[config.mk]
export PLATFORM = sky130hd
export DESIGN_NAME = half_bridge_fault_supervisor
export DESIGN_NICKNAME = d
export VERILOG_FILES = /design/src/inc/fault_supervisor_pkg.sv /design/src/half_bridge_fault_supervisor.sv
export SDC_FILE = /design/constraint.sdc
export NUM_CORES = 1
export LEC_CHECK = 0
export BUFFER_PORTS_ARGS = -buffer_cell sky130_fd_sc_hd__buf_2
export CAP_MARGIN = 20
export CORE_ASPECT_RATIO = 1.5
export CORE_UTILIZATION = 64
export DETAILED_ROUTE_END_ITERATION = 8
export PLACE_DENSITY = 0.94
export SETUP_SLACK_MARGIN = 0.4
export SLEW_MARGIN = 0
export SYNTH_ARGS = -nofsm -noshare
export SYNTH_HDL_FRONTEND = slang
export SYNTH_SLANG_ARGS = --single-unit
[constraint.sdc]
create_clock -name clock_i -period 3.9 [get_ports clock_i]
set_input_delay 0.39 -clock clock_i [delete_from_list [all_inputs] [get_ports clock_i]]
set_output_delay 0.39 -clock clock_i [all_outputs]
set_load 0.02 [all_outputs]
[src/inc/fault_supervisor_pkg.sv]
// Constants for the half-bridge fault supervisor.
// Operation
// - Overvoltage on either supply rail sets the supply-fail flag, output bit 15.
// - Overvoltage with lockout enable 1 forces every driver off while it persists.
// - Overvoltage with lockout enable 0 sets the flag only, outputs stay programmed.
// - Supply faults keep stored programming; outputs resume unaided when supply recovers.
// - Supply-fail flag stays latched until a frame carries status reset 1.
// - Thermal warning sets output bit 0 and leaves outputs enabled.
// - Any of six sensors at shutdown level turns all channels off together.
// - Thermal shutdown keeps channel selection; outputs return after recovery.
// - Thermal warning flag stays latched until a status-reset frame.
// - Chip select falling with serial input 0 shows the warning flag at once.
// - Fast readout drives 0 without warning and 1 with warning latched.
// - Delay select 0: overcurrent lasting 200 us latches the driver off.
// - Delay select 1: overcurrent lasting 25 us latches driver off until reset.
// - Underload enable 1: underload of 350 us latches driver off and flag.
// - Underload enable 0: underload latches the flag only, drivers unchanged.
// - Overvoltage supply-fail clears only below hysteresis and with status reset.
// - Undervoltage sets supply-fail and forces all outputs off while it lasts.
// - Overcurrent shutdown sets the overload flag; driver stays off until reset.
// - Underload flag in output bit 14 is 1 once any channel's delay expired.
package fault_supervisor_pkg;
  localparam int unsigned NUM_CH          = 6;
  localparam int unsigned CLK_MHZ         = 100;
  localparam int unsigned OC_LONG_US      = 200;
  localparam int unsigned OC_SHORT_US     = 25;
  localparam int unsigned UL_DELAY_US     = 350;
  localparam int unsigned OC_LONG_CYC     = OC_LONG_US * CLK_MHZ;
  localparam int unsigned OC_SHORT_CYC    = OC_SHORT_US * CLK_MHZ;
  localparam int unsigned UL_DELAY_CYC    = UL_DELAY_US * CLK_MHZ;
  localparam int unsigned TMR_W           = 16;
  localparam int unsigned FLAG_BIT_SUPPLY = 15;
  localparam int unsigned FLAG_BIT_UL     = 14;
  localparam int unsigned FLAG_BIT_OL     = 13;
  localparam int unsigned FLAG_BIT_TW     = 0;
endpackage

[src/half_bridge_fault_supervisor.sv]
// Fault supervision, latching and output gating for the six half-bridge channels.
`timescale 1ns/1ps
`default_nettype none
module half_bridge_fault_supervisor #(
  parameter int unsigned OC_LONG_CYCLES  = fault_supervisor_pkg::OC_LONG_CYC,
  parameter int unsigned OC_SHORT_CYCLES = fault_supervisor_pkg::OC_SHORT_CYC,
  parameter int unsigned UL_CYCLES       = fault_supervisor_pkg::UL_DELAY_CYC
) (
  // Clock and reset.
  input  wire logic                                    clock_i,
  input  wire logic                                    rstn_i,
  // Programming and control from the frame decoder, same clock.
  input  wire logic [fault_supervisor_pkg::NUM_CH-1:0] upper_switch_cmd_i,
  input  wire logic [fault_supervisor_pkg::NUM_CH-1:0] lower_switch_cmd_i,
  input  wire logic                                    overvoltage_lockout_enable_i,
  input  wire logic                                    overcurrent_delay_select_i,
  input  wire logic                                    underload_shutdown_enable_i,
  input  wire logic                                    frame_valid_i,
  input  wire logic                                    status_reset_request_i,
  // Analog comparators, asynchronous.
  input  wire logic                                    overvoltage_i,
  input  wire logic                                    ov_hysteresis_i,
  input  wire logic                                    undervoltage_lockout_i,
  input  wire logic [fault_supervisor_pkg::NUM_CH-1:0] thermal_warning_i,
  input  wire logic [fault_supervisor_pkg::NUM_CH-1:0] thermal_shutdown_i,
  input  wire logic [fault_supervisor_pkg::NUM_CH-1:0] overcurrent_i,
  input  wire logic [fault_supervisor_pkg::NUM_CH-1:0] underload_i,
  // Serial link pins, asynchronous.
  input  wire logic                                    chip_select_n_i,
  input  wire logic                                    serial_in_i,
  // Gated drivers.
  output logic [fault_supervisor_pkg::NUM_CH-1:0]      upper_switch_o,
  output logic [fault_supervisor_pkg::NUM_CH-1:0]      lower_switch_o,
  // Status.
  output logic                                         supply_fail_flag_o,
  output logic                                         thermal_warning_flag_o,
  output logic                                         overload_flag_o,
  output logic                                         underload_flag_o,
  output logic [15:0]                                  status_word_o,
  // Fast readout on the serial output.
  output logic                                         fast_readout_o,
  output logic                                         fast_readout_oe_n_o
);
  import fault_supervisor_pkg::*;

  localparam int unsigned SYN_W = 4 * NUM_CH + 5;

  logic [SYN_W-1:0] sync1_ff;
  logic [SYN_W-1:0] sync2_ff;
  logic [NUM_CH-1:0] tw_s;
  logic [NUM_CH-1:0] tsd_s;
  logic [NUM_CH-1:0] oc_s;
  logic [NUM_CH-1:0] ul_s;
  logic ov_s;
  logic hyst_s;
  logic uv_s;
  logic csn_s;
  logic si_s;

  // All asynchronous inputs form one word, so they share one two-stage synchroniser.
  logic [SYN_W-1:0] sync_in;
  assign sync_in = {underload_i, overcurrent_i, thermal_shutdown_i, thermal_warning_i,
                    overvoltage_i, ov_hysteresis_i, undervoltage_lockout_i, chip_select_n_i, serial_in_i};

  // Only the second stage is read, so a metastable first stage never reaches logic.
  always_ff @(posedge clock_i) begin
    sync1_ff <= sync_in;
    sync2_ff <= sync1_ff;
  end
  assign {ul_s, oc_s, tsd_s, tw_s, ov_s, hyst_s, uv_s, csn_s, si_s} = sync2_ff;

  // A clear request is only honoured inside a decoded frame.
  logic clr;
  assign clr = frame_valid_i & status_reset_request_i;

  // Flag state.
  logic              supply_ff;
  logic              supply_ov_ff;
  logic              tw_ff;
  logic              ol_ff;
  logic              ul_ff;
  logic [NUM_CH-1:0] oc_latch_ff;
  logic [NUM_CH-1:0] ul_latch_ff;
  logic              nxt_supply;
  logic              nxt_supply_ov;
  logic              nxt_tw;
  logic              nxt_ol;
  logic              nxt_ul;
  logic [NUM_CH-1:0] nxt_oc_latch;
  logic [NUM_CH-1:0] nxt_ul_latch;
  // Timers.
  logic [TMR_W-1:0]  ul_tmr_ff;
  logic [TMR_W-1:0]  nxt_ul_tmr;
  logic [NUM_CH-1:0] oc_expire;
  logic              ul_expire;

  // True on the edge at which a timer counting up from zero reaches its limit.
  function automatic logic timer_done(input logic [TMR_W-1:0] count, input int unsigned limit);
    logic [31:0] next_count;
    next_count = 32'(count) + 32'h0000_0001;
    if (next_count >= limit) begin
      return 1'b1;
    end
    return 1'b0;
  endfunction

  // Each channel owns its timer, so channels that trip together never share a count.
  for (genvar ch = 0; ch < NUM_CH; ch++) begin : g_oc
    logic [TMR_W-1:0] tmr_ff;
    logic [TMR_W-1:0] nxt_tmr;
    logic             sel_ff;
    logic             nxt_sel;
    logic             expire;

    // Delay select is captured when the timer starts, so a later change cannot cut it short.
    always_comb begin
      nxt_tmr = '0;
      nxt_sel = overcurrent_delay_select_i;
      expire  = 1'b0;
      if (oc_s[ch] && !oc_latch_ff[ch]) begin
        nxt_sel = (tmr_ff == '0) ? overcurrent_delay_select_i : sel_ff;
        if (nxt_sel) begin
          expire = timer_done(tmr_ff, OC_SHORT_CYCLES);
        end else begin
          expire = timer_done(tmr_ff, OC_LONG_CYCLES);
        end
        nxt_tmr = expire ? '0 : tmr_ff + TMR_W'(1);
      end
    end

    always_ff @(posedge clock_i) begin
      if (!rstn_i) begin
        tmr_ff <= '0;
        sel_ff <= 1'b0;
      end else begin
        tmr_ff <= nxt_tmr;
        sel_ff <= nxt_sel;
      end
    end
    assign oc_expire[ch] = expire;
  end

  // One global underload timer; later channels see the remainder of the running count.
  always_comb begin
    nxt_ul_tmr = '0;
    ul_expire  = 1'b0;
    if (|ul_s) begin
      ul_expire  = timer_done(ul_tmr_ff, UL_CYCLES);
      nxt_ul_tmr = ul_expire ? ul_tmr_ff : ul_tmr_ff + TMR_W'(1);
    end
  end

  always_ff @(posedge clock_i) begin
    if (!rstn_i) begin
      ul_tmr_ff <= '0;
    end else begin
      ul_tmr_ff <= nxt_ul_tmr;
    end
  end

  // Sets win over a status-reset clear arriving in the same cycle, in every flag group below.
  always_comb begin
    nxt_supply_ov = (supply_ov_ff & ~(clr & hyst_s)) | ov_s;
    nxt_supply    = ((supply_ff & ~clr) | (supply_ff & supply_ov_ff & ~hyst_s)) | ov_s | uv_s;
  end

  always_ff @(posedge clock_i) begin
    if (!rstn_i) begin
      supply_ff    <= 1'b0;
      supply_ov_ff <= 1'b0;
    end else begin
      supply_ff    <= nxt_supply;
      supply_ov_ff <= nxt_supply_ov;
    end
  end

  // Thermal warning flag.
  always_comb begin
    nxt_tw = (tw_ff & ~clr) | (|tw_s);
  end

  always_ff @(posedge clock_i) begin
    if (!rstn_i) begin
      tw_ff <= 1'b0;
    end else begin
      tw_ff <= nxt_tw;
    end
  end

  // Overload flag and per-channel overcurrent latches.
  always_comb begin
    nxt_oc_latch = (oc_latch_ff & {NUM_CH{~clr}}) | oc_expire;
    nxt_ol       = (ol_ff & ~clr) | (|oc_expire);
  end

  always_ff @(posedge clock_i) begin
    if (!rstn_i) begin
      oc_latch_ff <= '0;
      ol_ff       <= 1'b0;
    end else begin
      oc_latch_ff <= nxt_oc_latch;
      ol_ff       <= nxt_ol;
    end
  end

  // Underload flag and per-channel underload latches.
  always_comb begin
    nxt_ul_latch = (ul_latch_ff & {NUM_CH{~clr}})
                 | ({NUM_CH{ul_expire & underload_shutdown_enable_i}} & ul_s);
    nxt_ul       = (ul_ff & ~clr) | ul_expire;
  end

  always_ff @(posedge clock_i) begin
    if (!rstn_i) begin
      ul_latch_ff <= '0;
      ul_ff       <= 1'b0;
    end else begin
      ul_latch_ff <= nxt_ul_latch;
      ul_ff       <= nxt_ul;
    end
  end

  // Output gating; the stored commands are never touched, so recovery from a global fault needs no new frame.
  logic              global_off;
  logic [NUM_CH-1:0] nxt_up;
  logic [NUM_CH-1:0] nxt_lo;
  logic [NUM_CH-1:0] up_ff;
  logic [NUM_CH-1:0] lo_ff;

  // Global causes act on every channel at once.
  always_comb begin
    global_off = (ov_s & overvoltage_lockout_enable_i)
               | uv_s
               | (|tsd_s);
  end

  // A latched channel stays off on its own, while a global fault darkens every channel.
  for (genvar ch = 0; ch < NUM_CH; ch++) begin : g_gate
    logic chan_off;
    assign chan_off   = global_off | oc_latch_ff[ch] | ul_latch_ff[ch];
    assign nxt_up[ch] = upper_switch_cmd_i[ch] & ~chan_off;
    assign nxt_lo[ch] = lower_switch_cmd_i[ch] & ~chan_off;
  end

  always_ff @(posedge clock_i) begin
    if (!rstn_i) begin
      up_ff <= '0;
      lo_ff <= '0;
    end else begin
      up_ff <= nxt_up;
      lo_ff <= nxt_lo;
    end
  end

  // Fast readout: the pin follows the latched warning while chip select is low.
  logic csn_d_ff;
  logic fast_en_ff;
  logic nxt_fast_en;
  logic fast_ff;
  logic nxt_fast;

  always_comb begin
    nxt_fast_en = fast_en_ff;
    if (csn_s) begin
      nxt_fast_en = 1'b0;
    end else if (csn_d_ff && !si_s) begin
      nxt_fast_en = 1'b1;
    end
    nxt_fast = nxt_tw;
  end

  always_ff @(posedge clock_i) begin
    if (!rstn_i) begin
      csn_d_ff   <= 1'b1;
      fast_en_ff <= 1'b0;
      fast_ff    <= 1'b0;
    end else begin
      csn_d_ff   <= csn_s;
      fast_en_ff <= nxt_fast_en;
      fast_ff    <= nxt_fast;
    end
  end

  // Every output but fast_readout_oe_n_o, the inverted enable flop, comes straight from a flip-flop.
  assign upper_switch_o         = up_ff;
  assign lower_switch_o         = lo_ff;
  assign supply_fail_flag_o     = supply_ff;
  assign thermal_warning_flag_o = tw_ff;
  assign overload_flag_o        = ol_ff;
  assign underload_flag_o       = ul_ff;
  always_comb begin
    status_word_o                  = 16'h0000;
    status_word_o[FLAG_BIT_SUPPLY] = supply_ff;
    status_word_o[FLAG_BIT_UL]     = ul_ff;
    status_word_o[FLAG_BIT_OL]     = ol_ff;
    status_word_o[FLAG_BIT_TW]     = tw_ff;
  end
  assign fast_readout_o      = fast_ff;
  assign fast_readout_oe_n_o = ~fast_en_ff;
endmodule
`default_nettype wire

======== After elaboration in Yosys (flattened, before gate mapping) ========
Index checks and enable logic that the tools add are counted.
cells by class
  reduce and logical (&&, ||, !) cells .... 32
  bitwise gates (word level) .............. 66
  order comparisons ....................... 13
  multiplexer cells ....................... 96
  add/sub/neg operators ................... 14
operators by type and width
  operator                 count
  $ge A32 B12 Y1 const B   6
  $add A16 B1 Y17 const B  7
  $add A16 B1 Y16 const B  7
  $ge A17 B15 Y1 const B   6
  $logic_not A16 Y1        6
  $mux W1                  96
  $reduce_or A6 Y1         4
  $and A1 B1 Y1            23
  $or A1 B1 Y1             21
  $and A6 B6 Y6            3
  $reduce_or A3 Y1         6
  $ge A17 B16 Y1 const B   1
  $not A1 Y1               17
  $or A6 B6 Y6             2
  $logic_and A1 B1 Y1      7
  $logic_not A1 Y1         7
  $reduce_and A2 Y1        1
  $reduce_or A2 Y1         1
storage, ports and cells
  logic and storage cells ................. 247
  output and inout bits ................... 34
  bits of input ports ..................... 48
  register bits ........................... 207

======== Depth between registers and ports, before layout ========
  depth after elaboration ................. 11
  mapped depth ............................ 12
  gate-level depth less buffers ........... 10

======== Worst setup path after synthesis ========
No wires, ideal clock.
  kind .................................... flip-flop to flip-flop
  from .................................... register g_oc[3].tmr_ff[0]
  to ...................................... register ol_ff, in the netlist overload_flag_o
  data required time ...................... 3.823 ns
  setup slack ............................. 1.204 ns
  path buffers ............................ 1
  period minus slack after synthesis ...... 2.696 ns
  arrival ................................. 2.620 ns
  stages on the path, launching flop included .. 11
  library setup time ...................... 0.077 ns
  cell sequence ........................... dfxtp_1 > ha_1 > buf_2 > nand3_1 > nor4_2 > mux2_2 > a211oi_1 > nor4b_1 > or3_1 > o311a_1 > a41oi_2
on the way
  cells in the longest elaborated chain, start to end .. 11
  elaborated cells between the ends (all ways) .. 18
  those cells by class .................... add/sub: 1; order compare: 2; mux: 12; bitwise: 1; reduce/logical: 2
ends and longest elaborated chain
  what                                              RTL line                             RTL
  start: declaration                                half_bridge_fault_supervisor.sv:109  logic [TMR_W-1:0] tmr_ff;
  start signal: assignment                          half_bridge_fault_supervisor.sv:136  tmr_ff <= nxt_tmr;
  $add A16 B1 Y17                                   half_bridge_fault_supervisor.sv:100  next_count = 32'(count) + 32'h0000_0001;
  $ge A32 B12 Y1 or $ge A17 B15 Y1 (tied branches)  half_bridge_fault_supervisor.sv:101  if (next_count >= limit) begin
  $mux W1                                           half_bridge_fault_supervisor.sv:101
  $mux W1                                           half_bridge_fault_supervisor.sv:122  if (nxt_sel) begin
  $mux W1                                           half_bridge_fault_supervisor.sv:120  if (oc_s[ch] && !oc_latch_ff[ch]) begin
  $mux W1                                           half_bridge_fault_supervisor.sv:104  return 1'b0;
  $mux W1 *                                         half_bridge_fault_supervisor.sv:122
  $mux W1 * (2 in a row)                            half_bridge_fault_supervisor.sv:120
  $reduce_or A6 Y1 *                                half_bridge_fault_supervisor.sv:193  nxt_ol = (ol_ff & ~clr) | (|oc_expire);
  $or A1 B1 Y1 *                                    half_bridge_fault_supervisor.sv:193
  end signal: assignment                            half_bridge_fault_supervisor.sv:202  ol_ff <= nxt_ol;
  end: declaration                                  half_bridge_fault_supervisor.sv:80   logic ol_ff;
Every way passes the cells marked *; elsewhere a longest branch is shown, timed or not. The select of a mux whose other input is x is not followed.
A chain may end at the register's enable or synchronous reset.

======== Worst setup path after layout ========
  from .................................... register g_oc[0].tmr_ff[7]
  to ...................................... register g_oc[0].tmr_ff[4]
on the way
  cells in the longest elaborated chain, start to end .. 9
  elaborated cells between the ends (all ways) .. 16
  those cells by class .................... add/sub: 1; order compare: 2; mux: 11; reduce/logical: 2
ends and longest elaborated chain
  what                                              RTL line
  start: declaration                                half_bridge_fault_supervisor.sv:109
  start signal: assignment                          half_bridge_fault_supervisor.sv:136
  $add A16 B1 Y17                                   half_bridge_fault_supervisor.sv:100
  $ge A32 B12 Y1 or $ge A17 B15 Y1 (tied branches)  half_bridge_fault_supervisor.sv:101
  $mux W1                                           half_bridge_fault_supervisor.sv:101
  $mux W1                                           half_bridge_fault_supervisor.sv:122
  $mux W1                                           half_bridge_fault_supervisor.sv:120
  $mux W1                                           half_bridge_fault_supervisor.sv:104
  $mux W1 *                                         half_bridge_fault_supervisor.sv:122
  $mux W1 *                                         half_bridge_fault_supervisor.sv:120
  $reduce_or A3 Y1 (no line) *                      n/a
Marks and branches as above.

==> impl_metrics.tcl <==
set metrics [dict create \
    endpoint_kind "flop" \
    seq_power_share_pct 50.9 \
    hold_slack_ps 10.3 \
    ir_drop_mv 0.462 \
    cts_buffers 20 \
    layout-drive-gt1-share_pct 12.5 \
    drv_slew 0 \
    tritoncts "done" \
    finalSetupViolCount 0 \
    fin_crit_sh_pct 80.1 \
    tightest_slew_ps 828 \
    cp.required_ps 4270 \
    fp.dieArea_um2 15500 \
    drtIter0Drc 682 \
    drt_pass1_iterations 5 \
    synth_edf_count 0 \
    die_w_um 102 \
    p_int_mw 3.32 \
    holdCritPathClass "in2reg" \
    ant_nets 0 \
    avgViaCountPerCell 6.15 \
    p_switching_mw 1.01 \
    routedWlPerCell_um 17.0 \
    tns_ps 0 \
    grt_pass1_vias 8074 \
    root_buffer "clkbuf_16" \
    io_pins 82 \
    cap_violations 0 \
    dpl.hpwl_mm 14.9 \
    async_flop_share_pct 0 \
    initial_utilization_pct 66.0 \
    grt_max_degree 26 \
    drcViolationCount 0 \
    p_leak_nw 3.89 \
    clock_sinks 207 \
    ys_seq_area_share_pct 43.0 \
    io_buffers 69 \
    crit_path_start_kind "flop" \
    skew_ps 12.0 \
    htree_num_levels 1 \
    rsz0062_at_grt "no" \
    switching_share_pct 23.3 \
    wl_mm 23.0 \
    critPathMaxFanout 15 \
    core-area_um2 14600 \
    finalHoldViolCount 0 \
    setup.worst_path.class "reg2reg" \
    grt_pass1_wl_mm 37.5 \
    clock_path_buffers 3 \
    yosys_warnings 0 \
    dr_total_vias 8355 \
    die_h_um 152 \
    track_usage_pct 29.9 \
    gp_congestion 0.942 \
    fill_cells 1028 \
    row_count 54 \
    synth_area_um2 9630 \
    power.total_mw 4.33 \
    ys_types 84 \
    cts-resized-gates 0 \
    power_density_nw_per_um2 402 \
    antenna_found_initial 1 \
    ys_seq_elements 207 \
    fin_nets 1208 \
    clk_latency_ps 500 \
    post-route-min-period_ps 3120 \
    clkPwrFrac_pct 44.3 \
    netlist_instances 1093 \
    clk_pin_slew_worst_paths_ps 70 \
    outcome "finished, final reports clean" \
    avgSynthCellArea_um2 8.81 \
    ys.flop_type "dfxtp_1" \
    seq_area_um2 4140 \
    syn_to_final_growth_pct 12.0 \
    relSlewSlack_pct 44.8 \
    fmax_mhz 320 \
    comb_power_share_pct 4.8 \
    gr-total-overflow 0 \
    multi_input_area_um2 4970 \
    cp.arrival_ps 3490 \
]
## power groups by stage
stage	sequential (mW)	combinational [mW]	clock, mW
2_1_floorplan	2.24	0.133	0
3_3_place_gp	2.25	0.173	0
3_5_place_dp	2.25	0.180	0
4_1_cts	2.20	0.203	1.94
5_1_grt	2.21	0.227	2.03
6_report	2.20	0.210	1.92
## state kept, by name, indices dropped and copies added, names as in the netlist, 6 cells and up
name and count:
g_oc.tmr_ff 96, ul_tmr_ff 16, oc_latch_ff 6, g_oc.sel_ff 6, sync1_ff 29, sync2_ff 29
lower_switch_o 6, upper_switch_o 6, ul_latch_ff 6
## critical path: stages, from the launching register on
cell,delay (ps)
dfxtp_1,520
nand4_1,280
or4_1,520
xor2_1,190
a2111oi_0,700
nor3_1,120
o21a_1,220
nand3_2,320
nor2_1,120
## final timing paths
kind / to / slack (ps) / cells past startpoint / from
worst max-delay path: g_oc[0].tmr_ff[4]$_SDFF_PP0_ / 780 / 8 / g_oc[0].tmr_ff[7]$_SDFF_PP0_
worst min-delay path: sync1_ff[28]$_DFF_P_ / 10 / 1 / underload_i[5]
worst max register to register: g_oc[0].tmr_ff[4]$_SDFF_PP0_ / 780 / 8 / g_oc[0].tmr_ff[7]$_SDFF_PP0_
worst min register to register: sync2_ff[6]$_DFF_P_ / 330 / 0 / sync1_ff[6]$_DFF_P_
## stage by stage
stage / setup slack [ps] / cells / instance area (um2) / utilization [%]
2_1_floorplan: 1200 / 1110 / 9690 / -
3_3_place_gp: 988 / 1294 / 9860 / 67.5
3_5_place_dp: 885 / 1294 / 9860 / 67.5
4_1_cts: 858 / 1356 / 10800 / 73.8
5_1_grt: 540 / 1357 / 10800 / 73.9
6_report: 776 / 1358 / 10800 / 73.9
## final cells by class
class	count	area share, %
Clock buffer	23	4.94
Antenna cell	1	0.0232
Clock inverter	13	1.09
Sequential cell	207	38.4
Tap cell	196	2.27
Multi-Input combinational cell	783	46.1
Timing Repair Buffer	98	5.85
Inverter	37	1.29
## cells by family (layout without fill, tap and decap cells)
logic type	after synthesis	count (layout)	share of synthesized area [%]
compound gates	173	173	13.0
xor+xnor	84	84	7.64
fa+ha+maj	13	13	1.69
buf+inv	120	171	6.00
flops	207	207	43.0
mux	20	20	2.16
other cells	1	19	0.0389
simple gates	475	475	26.4
## layout by cell type (no fill, tap or decap), types with 17 or more instances in the layout
cell type / n
conb_1: 18
clkbuf_16: 21
nor3_1: 38
o21ai_0: 23
nor2_1: 133
buf_2: 69
nor4_1: 22
nand4_1: 29
nand3_1: 48
a21oi_1: 27
inv_1: 36
dfxtp_1: 207
nand2_1: 69
dlygate4sd3_1: 27
xor2_1: 40
and2_1: 17
xnor2_1: 44
## cell usage after synthesis, types with 19 or more instances
library cell | n | share of area, %
dfxtp_1 | 207 | 43
o21ai_0 | 23 | 1.2
nand3_1 | 48 | 2.5
inv_1 | 36 | 1.4
a21oi_1 | 27 | 1.4
xnor2_1 | 44 | 4.0
buf_4 | 19 | 1.5
nand2_1 | 69 | 2.7
nor4_1 | 22 | 1.4
nor3_1 | 38 | 2.0
clkbuf_1 | 28 | 1.1
xor2_1 | 40 | 3.6
buf_2 | 28 | 1.5
nand4_1 | 29 | 1.9
nor2_1 | 133 | 5.2
## layer usage
layer	up-vias	wire, um	GRT usage (%)
met1	3959	8630	32.1
met4	0	1150	16.2
met3	87	1330	5.00
met5	-	0	0
li1	3969	-	-
met2	340	11900	54.2
## timing repair
action / CTS / global route
hold buffers: 26 / 1
endpoints found under the hold margin: 26 / 1
setup buffers: 0 / 0
Power figures use the tool's default switching activity.
